`config.mk`:
```
export PLATFORM = sky130hd
export DESIGN_NAME = srw_update
export DESIGN_NICKNAME = d
export VERILOG_FILES = /design/src/srw_pkg.sv /design/src/srw_serial_rx.sv /design/src/srw_update.sv
export SDC_FILE = /design/constraint.sdc
export NUM_CORES = 2
export LEC_CHECK = 0
export ABC_AREA = 1
export BUFFER_PORTS_ARGS = -buffer_cell sky130_fd_sc_hd__buf_2
export CAP_MARGIN = 20
export CELL_PAD_IN_SITES_DETAIL_PLACEMENT = 0
export CELL_PAD_IN_SITES_GLOBAL_PLACEMENT = 2
export CORE_MARGIN = 1
export CORE_UTILIZATION = 37
export DETAILED_ROUTE_END_ITERATION = 10
export GPL_ROUTABILITY_DRIVEN = 0
export HOLD_SLACK_MARGIN = 0.05
export PLACE_DENSITY = 0.83
export SKIP_CTS_REPAIR_TIMING = 1
export SYNTH_ARGS = -nofsm -noshare
export SYNTH_HDL_FRONTEND = slang
export SYNTH_HIERARCHICAL = 1
export SYNTH_SLANG_ARGS = --single-unit
export TNS_END_PERCENT = 50
```
`constraint.sdc`:
```
create_clock -name clk -period 18 [get_ports clk]
set_input_delay 1.8 -clock clk [delete_from_list [all_inputs] [get_ports clk]]
set_output_delay 1.8 -clock clk [all_outputs]
set_load 0.005 [all_outputs]
```
`src/srw_pkg.sv`:
```
// constants and types shared by the serial register write and update block
package srw_pkg;
	// ========================================
	// frame layout
	localparam int unsigned ADDR_W     = 12;
	localparam int unsigned DATA_W     = 28;
	localparam int unsigned BIT_CNT_W  = 6;
	localparam logic [BIT_CNT_W-1:0] ADDR_BITS = 6'h0C;
	localparam logic [BIT_CNT_W-1:0] DATA_BITS = 6'h1C;

	// ========================================
	// register map
	localparam logic [ADDR_W-1:0] REG_SYNC_UPDATE_DELAY  = 12'h018;
	localparam logic [ADDR_W-1:0] REG_PATTERN_GROUP_CNT  = 12'h090;
	localparam logic [ADDR_W-1:0] REG_SEQUENCE_CNT       = 12'h091;
	localparam logic [ADDR_W-1:0] FIXED_AREA_LAST        = 12'h091;
	localparam logic [ADDR_W-1:0] PATTERN_AREA_BASE      = 12'h400;
	localparam logic [5:0]        PATTERN_GROUP_SPAN     = 6'h28;
	localparam logic [5:0]        SEQUENCE_SPAN          = 6'h14;
	localparam logic [5:0]        FIELD_SPAN             = 6'h0C;
	localparam logic [ADDR_W-1:0] IMMEDIATE_LOW_LAST     = 12'h003;
	localparam logic [ADDR_W-1:0] IMMEDIATE_SOFT_RESET   = 12'h010;
	localparam logic [ADDR_W-1:0] GATE_LINE_FIRST        = 12'h070;
	localparam logic [ADDR_W-1:0] GATE_LINE_LAST         = 12'h07F;
	localparam logic [DATA_W-1:0] COUNT_RESET            = 28'h0000000;

	// ========================================
	// deferred write table
	localparam int unsigned PEND_DEPTH = 8;
	localparam int unsigned PEND_IDX_W = 3;

	typedef enum logic [3:0] {
		SRW_UPD_IMMEDIATE = 4'b0001,
		SRW_UPD_FRAME     = 4'b0010,
		SRW_UPD_GATE_LINE = 4'b0100,
		SRW_UPD_SEQ_CHG   = 4'b1000
	} srw_update_kind_t;

	typedef struct packed {
		logic [ADDR_W-1:0] addr;
		logic [DATA_W-1:0] data;
	} srw_write_t;

	typedef struct packed {
		logic             valid;
		logic             due;
		logic             no_delay;
		srw_update_kind_t kind;
		srw_write_t       wr;
	} srw_pending_t;
endpackage

```
`src/srw_serial_rx.sv`:
```
// serial receiver: samples the 3-wire port and emits complete register words
`timescale 1ns/1ps
`default_nettype none
module srw_serial_rx (
	input  wire logic               clk,
	input  wire logic               reset,
	input  wire logic               serial_clock,
	input  wire logic               serial_data,
	input  wire logic               load_select_line,
	output logic                    word_valid,
	output srw_pkg::srw_write_t     word
);
	import srw_pkg::*;

	// ========================================
	// pin synchronisers
	logic [1:0]              sclk_sync;
	logic [1:0]              sdata_sync;
	logic [1:0]              sl_sync;
	logic                    sclk_prev;
	logic                    sclk_rise;
	logic                    in_frame;

	always_ff @(posedge clk or posedge reset) begin
		if (reset) begin
			sclk_sync  <= 2'h0;
			sdata_sync <= 2'h0;
			sl_sync    <= 2'h3;
			sclk_prev  <= 1'b0;
		end else begin
			sclk_sync  <= {sclk_sync[0], serial_clock};
			sdata_sync <= {sdata_sync[0], serial_data};
			sl_sync    <= {sl_sync[0], load_select_line};
			sclk_prev  <= sclk_sync[1];
		end
	end

	assign sclk_rise = sclk_sync[1] & ~sclk_prev;
	assign in_frame  = ~sl_sync[1];

	// ========================================
	// shifting and word assembly
	logic [BIT_CNT_W-1:0]    bit_cnt;
	logic                    addr_done;
	logic [ADDR_W-1:0]       addr_shift;
	logic [ADDR_W-1:0]       addr_ctr;
	logic [DATA_W-1:0]       data_shift;
	logic                    last_bit;

	assign last_bit = addr_done && (bit_cnt == DATA_BITS - 6'h01);

	// a frame closed early simply drops the bit count and address phase, so no partial word escapes
	always_ff @(posedge clk or posedge reset) begin
		if (reset) begin
			bit_cnt    <= 6'h00;
			addr_done  <= 1'b0;
			addr_shift <= 12'h000;
			addr_ctr   <= 12'h000;
			data_shift <= 28'h0000000;
		end else if (!in_frame) begin
			bit_cnt   <= 6'h00;
			addr_done <= 1'b0;
		end else if (sclk_rise) begin
			if (!addr_done) begin
				addr_shift <= {sdata_sync[1], addr_shift[ADDR_W-1:1]};
				if (bit_cnt == ADDR_BITS - 6'h01) begin
					addr_done <= 1'b1;
					bit_cnt   <= 6'h00;
					addr_ctr  <= {sdata_sync[1], addr_shift[ADDR_W-1:1]};
				end else begin
					bit_cnt <= bit_cnt + 6'h01;
				end
			end else begin
				data_shift <= {sdata_sync[1], data_shift[DATA_W-1:1]};
				if (last_bit) begin
					bit_cnt  <= 6'h00;
					addr_ctr <= addr_ctr + 12'h001;
				end else begin
					bit_cnt <= bit_cnt + 6'h01;
				end
			end
		end
	end

	always_ff @(posedge clk or posedge reset) begin
		if (reset) begin
			word_valid <= 1'b0;
			word       <= '0;
		end else begin
			word_valid <= in_frame && sclk_rise && last_bit;
			if (in_frame && sclk_rise && last_bit) begin
				word.addr <= addr_ctr;
				word.data <= {sdata_sync[1], data_shift[DATA_W-1:1]};
			end
		end
	end
endmodule
`default_nettype wire

```
`src/srw_update.sv`:
```
// serial register write port with update timing for a configurable register space
`timescale 1ns/1ps
`default_nettype none
module srw_update (
	input  wire logic               clk,
	input  wire logic               reset,
	input  wire logic               serial_clock,
	input  wire logic               serial_data,
	input  wire logic               load_select_line,
	input  wire logic               vertical_sync,
	input  wire logic               horizontal_sync,
	input  wire logic               sensor_gate_line,
	input  wire logic               sequence_change_position,
	output logic                    apply_valid,
	output srw_pkg::srw_write_t     apply,
	output logic [27:0]             sync_update_delay,
	output logic [27:0]             pattern_group_count,
	output logic [27:0]             sequence_count,
	output logic [11:0]             sequence_area_base,
	output logic [11:0]             field_area_base,
	output logic                    pending_overflow
);
	import srw_pkg::*;

	// ========================================
	// serial receiver
	logic       word_valid;
	srw_write_t word;

	srw_serial_rx u_rx (
		.clk              (clk),
		.reset            (reset),
		.serial_clock     (serial_clock),
		.serial_data      (serial_data),
		.load_select_line (load_select_line),
		.word_valid       (word_valid),
		.word             (word)
	);

	// ========================================
	// area placement
	logic [17:0] pattern_span_total;
	logic [17:0] sequence_span_total;

	// counts wider than the address space wrap; the host keeps them sensible
	assign pattern_span_total  = pattern_group_count[11:0] * PATTERN_GROUP_SPAN;
	assign sequence_span_total = sequence_count[11:0] * SEQUENCE_SPAN;
	assign sequence_area_base  = PATTERN_AREA_BASE + pattern_span_total[11:0];
	assign field_area_base     = sequence_area_base + sequence_span_total[11:0];

	// ========================================
	// update kind of the incoming word
	srw_update_kind_t word_kind;
	logic             word_is_field;

	always_comb begin
		word_is_field = 1'b0;
		if (word.addr >= PATTERN_AREA_BASE) begin
			if (word.addr >= field_area_base) begin
				word_kind     = SRW_UPD_FRAME;
				word_is_field = 1'b1;
			end else begin
				word_kind = SRW_UPD_SEQ_CHG;
			end
		end else if (word.addr <= IMMEDIATE_LOW_LAST || word.addr == IMMEDIATE_SOFT_RESET
				|| word.addr > FIXED_AREA_LAST) begin
			word_kind = SRW_UPD_IMMEDIATE;
		end else if (word.addr >= GATE_LINE_FIRST && word.addr <= GATE_LINE_LAST) begin
			word_kind = SRW_UPD_GATE_LINE;
		end else begin
			word_kind = SRW_UPD_FRAME;
		end
	end

	// ========================================
	// timing events
	logic        vsync_prev;
	logic        hsync_prev;
	logic        vsync_fall;
	logic        hsync_fall;
	logic        gate_seen;
	logic        line_wait;
	logic [27:0] line_cnt;
	logic        frame_due;
	logic        field_due;
	logic        gate_due;

	assign vsync_fall = vsync_prev & ~vertical_sync;
	assign hsync_fall = hsync_prev & ~horizontal_sync;
	assign field_due  = vsync_fall;
	assign gate_due   = hsync_fall & gate_seen;

	always_ff @(posedge clk or posedge reset) begin
		if (reset) begin
			vsync_prev <= 1'b0;
			hsync_prev <= 1'b0;
		end else begin
			vsync_prev <= vertical_sync;
			hsync_prev <= horizontal_sync;
		end
	end

	// gate line is remembered until the line's closing sync edge
	always_ff @(posedge clk or posedge reset) begin
		if (reset) begin
			gate_seen <= 1'b0;
		end else if (sensor_gate_line) begin
			gate_seen <= 1'b1;
		end else if (hsync_fall) begin
			gate_seen <= 1'b0;
		end
	end

	// lines are counted from the sync fall; a zero delay releases at the fall
	always_ff @(posedge clk or posedge reset) begin
		if (reset) begin
			line_wait <= 1'b0;
			line_cnt  <= 28'h0000000;
		end else if (vsync_fall) begin
			line_wait <= (sync_update_delay != 28'h0000000);
			line_cnt  <= 28'h0000000;
		end else if (line_wait && hsync_fall) begin
			line_cnt <= line_cnt + 28'h0000001;
			if (line_cnt + 28'h0000001 == sync_update_delay) begin
				line_wait <= 1'b0;
			end
		end
	end

	always_comb begin
		if (sync_update_delay == 28'h0000000) begin
			frame_due = vsync_fall;
		end else begin
			frame_due = line_wait && hsync_fall && (line_cnt + 28'h0000001 == sync_update_delay);
		end
	end

	// ========================================
	// deferred write table
	srw_pending_t                  pend [PEND_DEPTH];
	logic [PEND_DEPTH-1:0]         hit_vec;
	logic [PEND_DEPTH-1:0]         free_vec;
	logic [PEND_DEPTH-1:0]         due_vec;
	logic [PEND_IDX_W-1:0]         ins_idx;
	logic [PEND_IDX_W-1:0]         rel_idx;
	logic                          ins_hit;
	logic                          ins_free;
	logic                          rel_any;
	logic                          store;
	logic                          release_now;

	assign store       = word_valid && (word_kind != SRW_UPD_IMMEDIATE);
	assign release_now = rel_any && !(word_valid && word_kind == SRW_UPD_IMMEDIATE);

	always_comb begin
		ins_idx  = '0;
		rel_idx  = '0;
		ins_hit  = 1'b0;
		ins_free = 1'b0;
		rel_any  = 1'b0;
		for (int i = PEND_DEPTH - 1; i >= 0; i--) begin
			if (free_vec[i] && !ins_hit) begin
				ins_idx  = PEND_IDX_W'(i);
				ins_free = 1'b1;
			end
			if (due_vec[i]) begin
				rel_idx = PEND_IDX_W'(i);
				rel_any = 1'b1;
			end
		end
		for (int i = PEND_DEPTH - 1; i >= 0; i--) begin
			if (hit_vec[i]) begin
				ins_idx = PEND_IDX_W'(i);
				ins_hit = 1'b1;
			end
		end
	end

	generate
		for (genvar g = 0; g < PEND_DEPTH; g++) begin : g_pend
			logic ev;
			logic put;
			assign hit_vec[g]  = pend[g].valid && !pend[g].due && pend[g].wr.addr == word.addr;
			assign free_vec[g] = !pend[g].valid;
			assign due_vec[g]  = pend[g].valid && pend[g].due;
			assign put         = store && (ins_hit || ins_free) && ins_idx == PEND_IDX_W'(g);

			always_comb begin
				unique case (pend[g].kind)
					SRW_UPD_FRAME:     ev = pend[g].no_delay ? field_due : frame_due;
					SRW_UPD_GATE_LINE: ev = gate_due;
					SRW_UPD_SEQ_CHG:   ev = sequence_change_position;
					default:           ev = 1'b0;
				endcase
			end

			always_ff @(posedge clk or posedge reset) begin
				if (reset) begin
					pend[g] <= '0;
				end else if (put) begin
					pend[g].valid    <= 1'b1;
					pend[g].due      <= 1'b0;
					pend[g].no_delay <= word_is_field;
					pend[g].kind     <= word_kind;
					pend[g].wr       <= word;
				end else if (release_now && rel_idx == PEND_IDX_W'(g)) begin
					pend[g].valid <= 1'b0;
				end else if (pend[g].valid && ev) begin
					pend[g].due <= 1'b1;
				end
			end
		end
	endgenerate

	// sticky: a full table loses the word unless an entry not yet due holds its address, so software must re-plan its writes
	always_ff @(posedge clk or posedge reset) begin
		if (reset) begin
			pending_overflow <= 1'b0;
		end else if (store && !ins_hit && !ins_free) begin
			pending_overflow <= 1'b1;
		end
	end

	// ========================================
	// apply port and local registers
	srw_write_t next_apply;
	logic       next_apply_valid;

	always_comb begin
		next_apply_valid = 1'b0;
		// the apply port holds its last word between pulses
		next_apply       = apply;
		if (word_valid && word_kind == SRW_UPD_IMMEDIATE) begin
			next_apply_valid = 1'b1;
			next_apply       = word;
		end else if (rel_any) begin
			next_apply_valid = 1'b1;
			next_apply       = pend[rel_idx].wr;
		end
	end

	always_ff @(posedge clk or posedge reset) begin
		if (reset) begin
			apply_valid <= 1'b0;
			apply       <= '0;
		end else begin
			apply_valid <= next_apply_valid;
			apply       <= next_apply;
		end
	end

	always_ff @(posedge clk or posedge reset) begin
		if (reset) begin
			sync_update_delay   <= COUNT_RESET;
			pattern_group_count <= COUNT_RESET;
			sequence_count      <= COUNT_RESET;
		end else if (next_apply_valid) begin
			if (next_apply.addr == REG_SYNC_UPDATE_DELAY) begin
				sync_update_delay <= next_apply.data;
			end
			if (next_apply.addr == REG_PATTERN_GROUP_CNT) begin
				pattern_group_count <= next_apply.data;
			end
			if (next_apply.addr == REG_SEQUENCE_CNT) begin
				sequence_count <= next_apply.data;
			end
		end
	end
endmodule
`default_nettype wire

```
### After elaboration in Yosys (flattened, before gate mapping)

Index checks and enable logic that the tools add are counted.

* bitwise logic cells: 10
* $mul: 2
* reduce and logical (&&, ||, !) cells: 114
* order comparisons: 7
* add/subtract/negate cells: 5
* equal/unequal tests: 64
* mux-type cells: 129

Operator list (number)
* $mux W40: 4
* $bmux W47 S3: 1
* $eq A12 B12 Y1: 8
* $mux W3: 25
* $mux W1: 70
* $logic_and A1 B1 Y1: 60
* $mux W28: 2
* $reduce_bool A2 Y1: 21
* $mux W12: 3
* $eq A4 B2 Y1 const B: 8
* $eq A4 B3 Y1 const B: 8
* $eq A4 B4 Y1 const B: 8
* $mux W6: 5
* $add A28 B1 Y28 const B: 1
* $eq A28 B28 Y1: 1
* $logic_not A28 Y1: 1
* $reduce_bool A28 Y1: 1
* $eq A12 B5 Y1 const B: 2
* $eq A12 B8 Y1 const B: 2
* $eq A3 B3 Y1 const B: 8
* $pmux W1 S3: 8
* $reduce_and A2 Y1: 12
* $ne A2 B2 Y1 const B: 9
* $mux W2: 8
* other kinds (28): 55

* bits of input ports: 9
* output and inout bits: 150
* logic and storage cells: 403
* register bits after elaboration: 641

### Longest topological paths before layout

* depth in word-level cells: 20
* gate-level depth with buffers: 23
* depth with buffers taken out: 23

### Cells and area by module

The synthesis kept the hierarchy.

By module, submodules not included
* srw_update: sequential area each 13362.8 sq um, area an instance 27727.8 sq um, cells an instance 3522, times used 1
* srw_serial_rx: sequential area each 2630.0 sq um, area an instance 4344.2 sq um, cells an instance 491, times used 1

### Worst setup path before layout

No wires, ideal clock.

* path type: reg2out
* from: reg sequence_count[1]
* to: out field_area_base[11]
* required time: 16.200 ns
* buffers on the path: 0
* path slack: 13.606 ns
* arrival time: 2.594 ns
* stages on the path, launching flop included: 13
* path through: dfrtp_1 > ha_1 > ha_1 > fa_1 > ha_1 > nand2_1 > o21ai_0 > a21oi_1 > o21bai_1 > nand2_1 > nand2_1 > a21oi_1 > xor2_1

* cells in the longest elaborated chain, start to end: 2

Ends and longest elaborated chain
* from (decl): RTL line srw_update.sv:18 `output logic [27:0] sequence_count,`
* from (signal assigned): RTL line srw_update.sv:265 `sequence_count <= next_apply.data;`
* $mul A12 B3 Y10: RTL line srw_update.sv:47 `assign sequence_span_total = sequence_count[11:0] * SEQUENCE_SPAN;`
* $add A12 B12 Y12: RTL line srw_update.sv:49 `assign field_area_base = sequence_area_base + sequence_span_total[11:0];`
* to (decl): RTL line srw_update.sv:20 `output logic [11:0] field_area_base,`

No other way between the ends.

### Final worst setup path

Ends and elaborated chain as after synthesis.

==> results.ini <==
[critical_path]
critPathBufInv = 1
path_cells = ha_1, ha_1, fa_1, ha_1, nand2_1, o21ai_0, a21oi_1, o21bai_1, nand2_1, nand2_1, a21oi_1, xor2_1, buf_2
cp.arrival_ps = 3640
criticalPathCategory = flip-flop to primary output
crit_end = field_area_base[11]
crit_slowest_cell = fa_1
reg2reg_slack_ps = 12770
critPathLaunchType = flip-flop
timing.rr.start = pend[93]
cp.required_ps = 16200
critPathMaxStageDelay_ps = 440
startpoint = sequence_count[1]
path_depth = 13
timing.rr.end = sequence_count[2]
worst_setup_path_end_kind = primary output
critPathTopFamily = adder cells
r2r_cells = 20
cp_max_fo = 4

[route]
drt_pass1_iterations = 6
finalWirelength_mm = 108
routed_via_density = 5.20
drc = 0
drtIter0Drc = 2637
wl_per_cell_um = 20.4
ant_nets = 0
vias = 27400

[timing]
fin_crit_ps = 5440
slew_headroom_pct = 32.6
finalClockSkew_ps = 24.7
fmaxAchievable_ghz = 0.184
setup_viol = 0
tightest_slew_ps = 1010
rsz0062_at_grt = no
fin_crit_sh_pct = 30.2
finalHoldViolCount = 0
setup_tns_ps = 0
timing.hold.ws_ps = 344
maxSlewViolCount = 0

[clock_network]
root_buffer = clkbuf_16
h-tree-depth = 3
clk_latency_ps = 630
cts_sinks = 639
cts_buffer_depth = 3
cts-buffers-inserted = 77
cts_tree = done
path_clk_slew_ps = 60

[synth]
yosys.area.top_type = dfrtp_1
synth_top_area_share_pct = 49.7
ys_ff_latch = 639
syn-cell-area_sq_um = 32100
syn_inst = 4013
yosysUniqueCellTypes = 54
synth.avg_cell_area_sq_um = 7.99
synthFlopType = dfrtp_1
synth.area.top_cells = dfrtp_1, nand2_1, o21ai_0
synthArstFlopShare_pct = 100
synth_warnings = 6
synth_edf_count = 0
seq_area_frac_synth_pct = 49.9

[floorplan]
ios = 159
die_w_um = 296
initial_utilization_pct = 37.5
coreArea_sq_um = 85500
dieArea_sq_um = 87900
std_cell_rows = 107
die_h_um = 296

[grt]
grt_pass1_wl_mm = 165
track_usage_pct = 24.6
grt_pass1_vias = 25800
grt_overflow = 0
grt_antenna_before_repair = 2
grt_max_degree = 112

[power_and_ir_drop]
p_leak_nw = 17.1
ir_worst_vdd_v = 0.0000615
power.density_nw_per_um2 = 87.1
power_mw = 3.14

[placement]
place_area_sq_um = 33400
io_buffers = 153
dp_hpwl_mm = 71.9

[status]
status = complete, no violations

[finish]
final_nets = 4127
fin_area_sq_um = 36100
post_route_cells_drive_above_1_share_pct = 10.2
syn2layout_area_growth_pct = 12.5

[run]
drv_cap = 0

[worst_hold_path]
hold_path.class = flip-flop to flip-flop

-- layout by cell type, fill, tap and decap left out, drive strengths merged, types with 2 or more instances in the layout --
master   Yosys  final
nand3b       7      7
o211ai      33     33
ha          45     45
nor4        10     10
o2111ai      7      7
o22ai       25     25
nand2     1333   1333
fa           3      3
clkbuf      67    113
or2         14     14
a211oi       2      2
nand4      107    107
nor3        22     22
a21oi      132    132
o21bai       2      2
nor3b        3      3
xor2        30     30
buf        147    188
inv        325    328
clkinv       0     12
o21ai      447    447
and2         4      4
nor2       228    228
bufinv       0      7
a31oi        8      8
dfrtp      637    637
dfstp        2      2
o31ai        9      9
xnor2       26     26
nand3      321    321
conb         1      5
and3         2      2
a21o         3      3
o22a         8      8
-- cell usage after synthesis, types with 33 or more instances --
master and count:
clkbuf_1 64, buf_2 91, nand2_1 1310, nand4_1 106, nand3_1 307, o21ai_1 115, nor2_1 210, ha_1 45
o211ai_1 33, inv_1 304, a21oi_1 129, o21ai_0 322, dfrtp_1 637
-- metrics by stage --
| step | setup slack, ps | util [%] | std cells |
|---|---|---|---|
| global placement | 12940 | 39.0 | 5134 |
| floorplan | 1280 | - | 4017 |
| global route | 12290 | 42.2 | 5271 |
| CTS | 12550 | 42.1 | 5270 |
| finish | 12560 | 42.2 | 5272 |
| detailed placement | 12850 | 39.0 | 5134 |
-- kinds of logic after synthesis --
kind of cell / count (synthesis) / synth area share, %
simple gates: 2051 / 27.5
fa+ha+maj: 48 / 1.94
xor+xnor: 57 / 1.60
compound gates: 678 / 11.5
flops: 639 / 49.9
other cells: 1 / 0.0117
buf+inv: 539 / 7.61
-- area by class of cell --
type | count | area [sq um]
Antenna cell | 1 | 2.50
Clock buffer | 113 | 2320
Clock inverter | 23 | 334
Fill cell | 8737 | 49500
Inverter | 325 | 1230
Multi-Input combinational cell | 2839 | 13700
Sequential cell | 639 | 16000
Tap cell | 1144 | 1430
Timing Repair Buffer | 188 | 1050
-- worst min-delay path by stage --
stage,startpoint,depth (start not counted),slack [ps],endpoint
CTS,u_rx/sdata_sync[0],0,350,u_rx/sdata_sync[1]
floorplan,u_rx/sclk_sync[0],0,330,u_rx/sclk_sync[1]
global route,u_rx/sdata_sync[0],0,360,u_rx/sdata_sync[1]
global placement,u_rx/sdata_sync[0],0,340,u_rx/sdata_sync[1]
detailed placement,u_rx/sdata_sync[0],0,340,u_rx/sdata_sync[1]
finish,u_rx/sdata_sync[0],0,340,u_rx/sdata_sync[1]
-- metal layers --
layer  track usage (%)  wire (um)  vias up
met2              37.2      46700      813
met3              3.44       6920      119
met4              6.46       2250        0
met1              36.6      51700    13200
li1                  -          -    13200
met5                 0          0        -
-- sequential cells by signal, summed over array words and instances (netlist names), 6 cells and up --
name	count
sequence_count	28
pattern_group_count	28
sync_update_delay	28
u_rx/addr_shift	11
line_cnt	28
pend	376
u_rx/bit_cnt	6
u_rx/addr_ctr	12
u_rx/data_shift	27
apply	40
u_rx/word	40
-- where the power goes --
group,total [mW],internal (mW),switching [mW]
clock,1.64,0.995,0.640
combinational,0.0548,0.00975,0.0450
sequential,1.45,1.44,0.00530
Power figures use the tool's default switching activity.
